===== config.mk =====
export PLATFORM = sky130hd
export DESIGN_NAME = fb_pin_if
export DESIGN_NICKNAME = d
export VERILOG_FILES = /design/src/hdl/fb_pin_pkg.sv /design/src/hdl/fb_pin_if.sv
export SDC_FILE = /design/constraint.sdc
export NUM_CORES = 1
export LEC_CHECK = 0
export ABC_AREA = 0
export ABC_CLOCK_PERIOD_IN_PS = 2000
export BUFFER_PORTS_ARGS = -buffer_cell sky130_fd_sc_hd__buf_2
export CELL_PAD_IN_SITES_DETAIL_PLACEMENT = 1
export CELL_PAD_IN_SITES_GLOBAL_PLACEMENT = 1
export CORE_MARGIN = 2
export CORE_UTILIZATION = 34
export DETAILED_ROUTE_END_ITERATION = 7
export PLACE_DENSITY_LB_ADDON = 0.1
export SETUP_SLACK_MARGIN = 0.2
export SLEW_MARGIN = 0
export SYNTH_ARGS = -nofsm -noshare
export SYNTH_HDL_FRONTEND = slang
export SYNTH_SLANG_ARGS = --single-unit

===== constraint.sdc =====
create_clock -name ref_clk -period 2 [get_ports ref_clk]
set_clock_uncertainty 0.15 [all_clocks]
set_input_delay 0.1 -clock ref_clk [delete_from_list [all_inputs] [get_ports ref_clk]]
set_output_delay 0.1 -clock ref_clk [all_outputs]
set_load 0.01 [all_outputs]

===== src/hdl/fb_pin_pkg.sv =====
package fb_pin_pkg;

   // -------------------------------------------------------------
   // Sequencer states and request kinds
   // -------------------------------------------------------------
   typedef enum logic [2:0] {
      S_IDLE = 3'b000,
      S_ROW  = 3'b001,
      S_COL  = 3'b010,
      S_DAC  = 3'b011,
      S_ROM  = 3'b100,
      S_CLK  = 3'b101,
      S_END  = 3'b110
   } fsm_t;

   typedef enum logic [2:0] {
      OP_FB_RD  = 3'b000,
      OP_FB_WR  = 3'b001,
      OP_DAC_RD = 3'b010,
      OP_DAC_WR = 3'b011,
      OP_ROM_RD = 3'b100,
      OP_ROM_WR = 3'b101,
      OP_CLK    = 3'b110
   } op_t;

   // -------------------------------------------------------------
   // Column access-mode codes; all ones means no access
   // -------------------------------------------------------------
   localparam logic [1:0] CM_DIAG = 2'b00;
   localparam logic [1:0] CM_HORZ = 2'b01;
   localparam logic [1:0] CM_BCAST = 2'b10;
   localparam logic [1:0] CM_IDLE = 2'b11;

   // -------------------------------------------------------------
   // Phase lengths in fbclk cycles
   // -------------------------------------------------------------
   localparam logic [2:0] ROW_CYC = 3'h2;
   localparam logic [2:0] COL_CYC = 3'h2;
   localparam logic [2:0] DAC_CYC = 3'h3;
   localparam logic [2:0] ROM_CYC = 3'h4;
   localparam logic [2:0] CLK_CYC = 3'h2;

   // -------------------------------------------------------------
   // Reset levels of the pins
   // -------------------------------------------------------------
   localparam logic [1:0] ADDREN_RST = 2'h0;
   localparam logic [3:0] RAS_RST = 4'hf;
   localparam logic [3:0] RASEN_RST = 4'h0;
   localparam logic [3:0] CAS_RST = 4'hf;
   localparam logic [1:0] CASEN_RST = 2'h3;
   localparam logic [1:0] DSF_RST = 2'h0;
   localparam logic [1:0] OE_RST = 2'h3;
   localparam logic [7:0] WE_RST = 8'hff;
   localparam logic [1:0] DACCE_RST = 2'h3;

   // -------------------------------------------------------------
   // Request and pin groups
   // -------------------------------------------------------------
   typedef struct packed {
      op_t         op;
      logic [17:0] addr;
      logic [1:0]  bank;
      logic [1:0]  mode;
      logic        wide;
      logic [7:0]  weMask;
      logic [63:0] wdata;
   } req_t;

   typedef struct packed {
      logic [17:0] addr;
      logic [1:0]  addrenN;
      logic [3:0]  rasN;
      logic [3:0]  rasenN;
      logic [3:0]  casN;
      logic [1:0]  casen;
      logic [1:0]  casmode;
      logic [1:0]  dsf;
      logic [1:0]  oeN;
      logic [7:0]  weN;
      logic [2:0]  dacc;
      logic        dacrw;
      logic [1:0]  dacceN;
      logic        icsceN;
      logic        romceN;
      logic        romoeN;
      logic        romweN;
      logic [63:0] dataOut;
      logic        dataOeN;
   } pins_t;

   typedef struct packed {
      fsm_t        st;
      logic [2:0]  cnt;
      req_t        req;
      pins_t       pins;
      logic        rspValid;
      logic [63:0] rspData;
   } state_t;

endpackage


===== src/hdl/fb_pin_if.sv =====
// Overview of operation
// - Address bus feeds glue and EEPROM directly
// - Address-logic enables held low in reset
// - Row sources high, row enables low in reset
// - Column sources, selects, mode high in reset
// - DAC pin roles set by mode input
// - Low DAC lines carry synthesizer data, hold
// - DAC selects high in reset
// - 64-bit shared bidirectional data bus
// - Special-function selects low in reset
// - All logic runs on the frame buffer clock
// - Synthesizer strobe high in reset
// - Output and write enables high in reset
// - EEPROM enables all high in reset
// - Access-mode lines encode diagonal, horizontal, broadcast
// - 8 bpp one bank, 32 bpp whole segment
`timescale 1ns/10ps
`default_nettype none

module fb_pin_if (
   // Clock and reset
   input wire logic ref_clk,
   input wire logic rst,
   // Configuration
   input wire logic dacRegSelMode,
   // Request side
   input wire logic reqValid,
   output logic reqReady,
   input wire fb_pin_pkg::req_t req,
   // Answer side
   output logic rspValid,
   output logic [63:0] rspData,
   // Pins
   output fb_pin_pkg::pins_t pins,
   input wire logic [63:0] dataIn
);
   import fb_pin_pkg::*;

   // -------------------------------------------------------------
   // Helpers
   // -------------------------------------------------------------
   function automatic logic [3:0] rasEnable(input logic [1:0] bank, input logic wide);
      logic [3:0] v;
      v = 4'h0;
      if (!wide) begin
         v = ~(4'h1 << bank);
      end
      return v;
   endfunction

   function automatic pins_t idlePins(input pins_t p);
      pins_t v;
      v = p;
      v.addrenN = 2'h3;
      v.rasN = RAS_RST;
      v.rasenN = 4'hf;
      v.casN = CAS_RST;
      v.casen = CASEN_RST;
      v.casmode = CM_IDLE;
      v.dsf = DSF_RST;
      v.oeN = OE_RST;
      v.weN = WE_RST;
      v.dacceN = DACCE_RST;
      v.icsceN = 1'b1;
      v.romceN = 1'b1;
      v.romoeN = 1'b1;
      v.romweN = 1'b1;
      v.dataOeN = 1'b1;
      return v;
   endfunction

   // -------------------------------------------------------------
   // State
   // -------------------------------------------------------------
   state_t s_q;
   state_t s_d;
   logic take;

   assign reqReady = (s_q.st == S_IDLE);
   assign take = reqValid && reqReady;
   assign rspValid = s_q.rspValid;
   assign rspData = s_q.rspData;
   assign pins = s_q.pins;

   always_comb begin
      s_d = s_q;
      s_d.rspValid = 1'b0;
      case (s_q.st)
         S_IDLE: begin
            s_d.pins = idlePins(s_q.pins);
            if (take) begin
               s_d.req = req;
               s_d.pins.addr = req.addr;
               case (req.op)
                  OP_FB_RD, OP_FB_WR: begin
                     s_d.st = S_ROW;
                     s_d.cnt = ROW_CYC;
                     s_d.pins.addrenN = 2'h2;
                     s_d.pins.rasN = 4'h0;
                     s_d.pins.rasenN = rasEnable(req.bank, req.wide);
                     s_d.pins.dsf = {1'b0, req.mode == CM_BCAST};
                  end
                  OP_DAC_RD, OP_DAC_WR: begin
                     s_d.st = S_DAC;
                     s_d.cnt = DAC_CYC;
                     // Register-select part: four selects, separate strobes
                     if (dacRegSelMode) begin
                        {s_d.pins.dacc, s_d.pins.dacrw} = req.addr[3:0];
                        s_d.pins.dacceN = {req.op != OP_DAC_RD, req.op != OP_DAC_WR};
                     end else begin
                        s_d.pins.dacc = {1'b0, req.addr[1:0]};
                        s_d.pins.dacrw = (req.op == OP_DAC_RD);
                        s_d.pins.dacceN = req.addr[2] ? 2'h1 : 2'h2;
                     end
                     s_d.pins.dataOut = req.wdata;
                     s_d.pins.dataOeN = (req.op != OP_DAC_WR);
                  end
                  OP_ROM_RD, OP_ROM_WR: begin
                     s_d.st = S_ROM;
                     s_d.cnt = ROM_CYC;
                     s_d.pins.romceN = 1'b0;
                     s_d.pins.romoeN = (req.op != OP_ROM_RD);
                     s_d.pins.romweN = (req.op != OP_ROM_WR);
                     s_d.pins.dataOut = req.wdata;
                     s_d.pins.dataOeN = (req.op != OP_ROM_WR);
                  end
                  default: begin
                     // Serial bit in addr[0], hold level in addr[1]
                     s_d.st = S_CLK;
                     s_d.cnt = CLK_CYC;
                     s_d.pins.dacc[1:0] = {req.addr[1], req.addr[0]};
                     s_d.pins.icsceN = 1'b0;
                  end
               endcase
            end
         end
         S_ROW: begin
            s_d.cnt = s_q.cnt - 3'h1;
            if (s_q.cnt == 3'h1) begin
               s_d.st = S_COL;
               s_d.cnt = COL_CYC;
               s_d.pins.addrenN = 2'h1;
               s_d.pins.casN = 4'h0;
               s_d.pins.casen = s_q.req.bank;
               s_d.pins.casmode = s_q.req.mode;
               if (s_q.req.op == OP_FB_WR) begin
                  s_d.pins.weN = ~s_q.req.weMask;
                  s_d.pins.dataOut = s_q.req.wdata;
                  s_d.pins.dataOeN = 1'b0;
               end else begin
                  s_d.pins.oeN = 2'h0;
               end
            end
         end
         S_COL, S_DAC, S_ROM, S_CLK: begin
            s_d.cnt = s_q.cnt - 3'h1;
            if (s_q.cnt == 3'h1) begin
               // Read data is caught while the strobe is still held
               s_d.st = S_END;
               s_d.rspData = dataIn;
               s_d.pins = idlePins(s_q.pins);
            end
         end
         S_END: begin
            s_d.st = S_IDLE;
            s_d.rspValid = 1'b1;
         end
         default: begin
            s_d.st = S_IDLE;
         end
      endcase
   end

   // -------------------------------------------------------------
   // Registers; one clock for every pin
   // -------------------------------------------------------------
   always_ff @(posedge ref_clk) begin
      if (rst) begin
         s_q.st <= S_IDLE;
         s_q.cnt <= 3'h0;
         s_q.req <= '0;
         s_q.rspValid <= 1'b0;
         s_q.rspData <= 64'h0;
         // Undefined-at-reset pins are simply driven to zero
         s_q.pins.addr <= 18'h0;
         s_q.pins.addrenN <= ADDREN_RST;
         s_q.pins.rasN <= RAS_RST;
         s_q.pins.rasenN <= RASEN_RST;
         s_q.pins.casN <= CAS_RST;
         s_q.pins.casen <= CASEN_RST;
         s_q.pins.casmode <= CM_IDLE;
         s_q.pins.dsf <= DSF_RST;
         s_q.pins.oeN <= OE_RST;
         s_q.pins.weN <= WE_RST;
         s_q.pins.dacc <= 3'h0;
         s_q.pins.dacrw <= 1'b0;
         s_q.pins.dacceN <= DACCE_RST;
         s_q.pins.icsceN <= 1'b1;
         s_q.pins.romceN <= 1'b1;
         s_q.pins.romoeN <= 1'b1;
         s_q.pins.romweN <= 1'b1;
         s_q.pins.dataOut <= 64'h0;
         s_q.pins.dataOeN <= 1'b0;
      end else begin
         s_q <= s_d;
      end
   end
endmodule

`default_nettype wire


==> qor.yml <==
logic_synthesis:
  synth_edf_count: 0
  yosysSeqAreaShare_pct: 45.7
  syn_area_per_cell_um2: 8.20
  ys_ff_latch: 265
  async_flop_share_pct: 0
  synthCells: 1417
  yosys_warnings: 0
  yosysUniqueCellTypes: 47
  syn_nets: 1591
  synthFlopType: "dfxtp_1"
  syn_area_um2: 11600
timing:
  finalHoldViolCount: 0
  fin_hold_ws_ps: 14.7
  clock.fmax_mhz: 523
  fin_ws_ps: 86.4
  fin_crit_sh_pct: 95.7
  period_needed_ps: 1910
  grt_setup_unrepaired: "true"
  finalSetupViolCount: 0
  drv_slew: 0
  worst-slew-pin-transition_ps: 566
  max_slew_margin_pct: 62.2
floorplanning:
  core_um2: 33600
  die_x_um: 189
  die_h_um: 189
  start_util_pct: 34.6
  rows: 67
  die_area_um2: 35700
  ioPinCount: 355
cts:
  cts_buffer_depth: 3
  clkSlewWorstSetupHoldPaths_ps: 60
  clkSinkCount: 265
  cts_max_level: 2
  cts_root_buffer: "clkbuf_16"
  cts_buffers: 34
  clkLatencyLatePin_ps: 500
  tritoncts: "yes"
worst_setup_path:
  cp_top_family: "simple AND/OR/NAND/NOR gates"
  crit_arrival_ps: 2180
  cp_max_fo: 7
  slowest_delay_ps: 430
  critPathBufInv: 3
  required_ps: 2260
  endpoint_kind: "flip-flop"
  crit_slowest_cell: "or3_4"
  worstPathCellList: "or3_4 -> clkinv_4 -> and2_4 -> buf_12 -> clkbuf_16 -> a32oi_1 -> a211oi_1"
  critical_path_cell_count: 7
  reg2regPathDepth: 7
  r2r_end: "pins[13]$_SDFFE_PP0P_"
  r2r_slack_ps: 90
  reg2reg_from: "s_q[291]$_SDFFE_PP0P_"
  worst-setup-path-type: "reg -> reg"
  startpoint_type: "flip-flop"
worst_hold_path:
  hold_path_startpoint: "req[97]"
  hold_path.class: "in -> reg"
  min_to: "pins[68]$_SDFFE_PP1P_"
  min_path_cells: 6
grt:
  grt-ovfl-total: 0
  grt_pass1_wl_um: 62100
  grt_max_degree: 100
  antenna_found_initial: 0
  grt_usage_pct: 21.6
  grt_pass1_vias: 11400
final_layout:
  final_net_count: 1985
  fillers: 3797
  fin_area_um2: 18100
  drive_gt1_share_pct: 38.3
  diodes: 0
  area_growth_pct: 55.4
  final_core_utilization_pct: 53.7
routing:
  route.detailed.drc: 0
  first_pass_iters: 5
  wl_um: 45000
  first_iter_violations: 373
  vias_per_cell: 4.98
  drtAntennaViolNets: 0
  wl_per_cell_um: 19.7
  vias: 11400
power_and_ir_drop:
  finalPower_mw: 23.0
  p_per_area_nw_per_um2: 1270
  p_leak_nw: 7.49
  ir_drop_mv: 0.606
place:
  pre_cts_ws_ps: -39.5
  gp_congestion: 0.730
  placed_cell_area_um2: 12700
  portBuffers: 353
  dp_hpwl_um: 23300
outcome:
  status: "completed"
run:
  drv_cap: 0
## per-stage QoR
| step | instances | setup TNS [ps] |
|---|---|---|
| 2_1_floorplan | 1417 | 0 |
| 3_3_place_gp | 1969 | 0 |
| 3_5_place_dp | 1969 | -209 |
| 4_1_cts | 2231 | 0 |
| 5_1_grt | 2283 | -15.7 |
| 6_report | 2283 | 0 |
## worst min-delay path, stage by stage
cell,delay [ps]
buf_2,90
buf_4,130
ha_1,140
nand2_1,60
o21ai_2,50
nand2b_1,50
## power by group
group / internal [mW] / leakage (nW) / switching [mW] / total, mW
logic: 4.97 / 4.80 / 5.30 / 10.3
clock network: 3.66 / 0.529 / 2.32 / 5.98
registers: 6.21 / 2.16 / 0.536 / 6.75
## cell type report
class | instances | area (µm²) | area share, %
sequential | 265 | 5310 | 29.4
clock buffer | 56 | 1040 | 5.75
multi-input combinational | 844 | 5240 | 29.0
inverter | 11 | 46.3 | 0.256
clock inverter | 4 | 48.8 | 0.270
tap | 448 | 561 | 3.10
timing repair buffer | 655 | 5810 | 32.2
## cells in the final DEF (no fill, tap or decap), drive strengths merged, types with 2 or more instances in the layout
cell,instances
o21bai,3
clkinv,4
a21boi,2
nor3,7
dfxtp,265
nor2,84
ha,8
a211oi,67
a21oi,173
nand2b,15
o22ai,2
clkbuf,79
nand2,351
mux2i,14
o32ai,2
o21ai,15
and2,5
inv,10
buf,461
nor2b,6
a311oi,4
a32oi,65
nand3,5
nor3b,2
dlygate4sd3,169
bufbuf,2
## cell families (layout without fill, tap and decap cells)
family / count (synthesis) / count (layout) / share of synthesized area, %
and+or+nand+nor: 478 / 479 / 16.3
AOI/OAI and AO/OA: 340 / 340 / 18.9
buffers and inverters: 309 / 726 / 16.9
DFF: 265 / 265 / 45.7
muxes: 15 / 15 / 1.30
adders and majority gates: 8 / 8 / 0.862
other: 1 / 1 / 0.0323
xor gates and xnor gates: 1 / 1 / 0.0754
## metal layers
layer / track usage [%] / wire length (µm) / part of all wire [%]
met4: 5.41 / 1040 / 2.3
met1: 26.2 / 18700 / 42
met5: 0 / 0 / 0
met3: 5.28 / 2680 / 6.0
met2: 38.2 / 22500 / 50
## synth_stat cells, drive strengths merged, types with 2 or more instances
| master | instances | area, µm² |
|---|---|---|
| a211oi | 67 | 503 |
| a21boi | 2 | 15.0 |
| a21oi | 173 | 881 |
| a311oi | 4 | 41.3 |
| a32oi | 65 | 569 |
| and2 | 4 | 27.5 |
| buf | 230 | 1660 |
| clkbuf | 68 | 255 |
| dfxtp | 265 | 5310 |
| ha | 8 | 100 |
| inv | 10 | 37.5 |
| mux2i | 14 | 140 |
| nand2 | 351 | 1320 |
| nand2b | 15 | 93.8 |
| nand3 | 5 | 25.0 |
| nor2 | 84 | 315 |
| nor2b | 6 | 37.5 |
| nor3 | 7 | 35.0 |
| nor3b | 2 | 15.0 |
| o21ai | 15 | 75.1 |
| o21bai | 3 | 22.5 |
| o22ai | 2 | 12.5 |
| o32ai | 2 | 17.5 |
## state kept, by name (all words and copies together), names as in the netlist
name      count
rspData      64
pins        115
rspValid      1
s_q          85
## what timing repair did
action                                 CTS  global route
endpoints found under the hold margin  241             0
cloned                                  15            31
hold buffers                           169             0
resized for setup                       57           214
setup endpoints to repair              183           263
buffers inserted                        18            21
pin swaps                               16           101
## worst max-delay path by stage
| stage | slack, ps | from | endpoint |
|---|---|---|---|
| floorplan | 90 | s_q[289]$_SDFFE_PP0P_ | pins[85]$_SDFFE_PP0P_ |
| finish | 90 | s_q[291]$_SDFFE_PP0P_ | pins[13]$_SDFFE_PP0P_ |
| detailed placement | -40 | s_q[291]$_SDFFE_PP0P_ | pins[60]$_SDFFE_PP0P_ |
| global placement | 0.3 | s_q[283]$_SDFFE_PP0P_ | pins[18]$_SDFFE_PP0P_ |
| global route | -20 | s_q[291]$_SDFFE_PP0P_ | pins[18]$_SDFFE_PP0P_ |
| CTS | 120 | s_q[287]$_SDFFE_PP0P_ | pins[5]$_SDFFE_PP0P_ |
No activity file was read; power rests on OpenSTA's default activity.
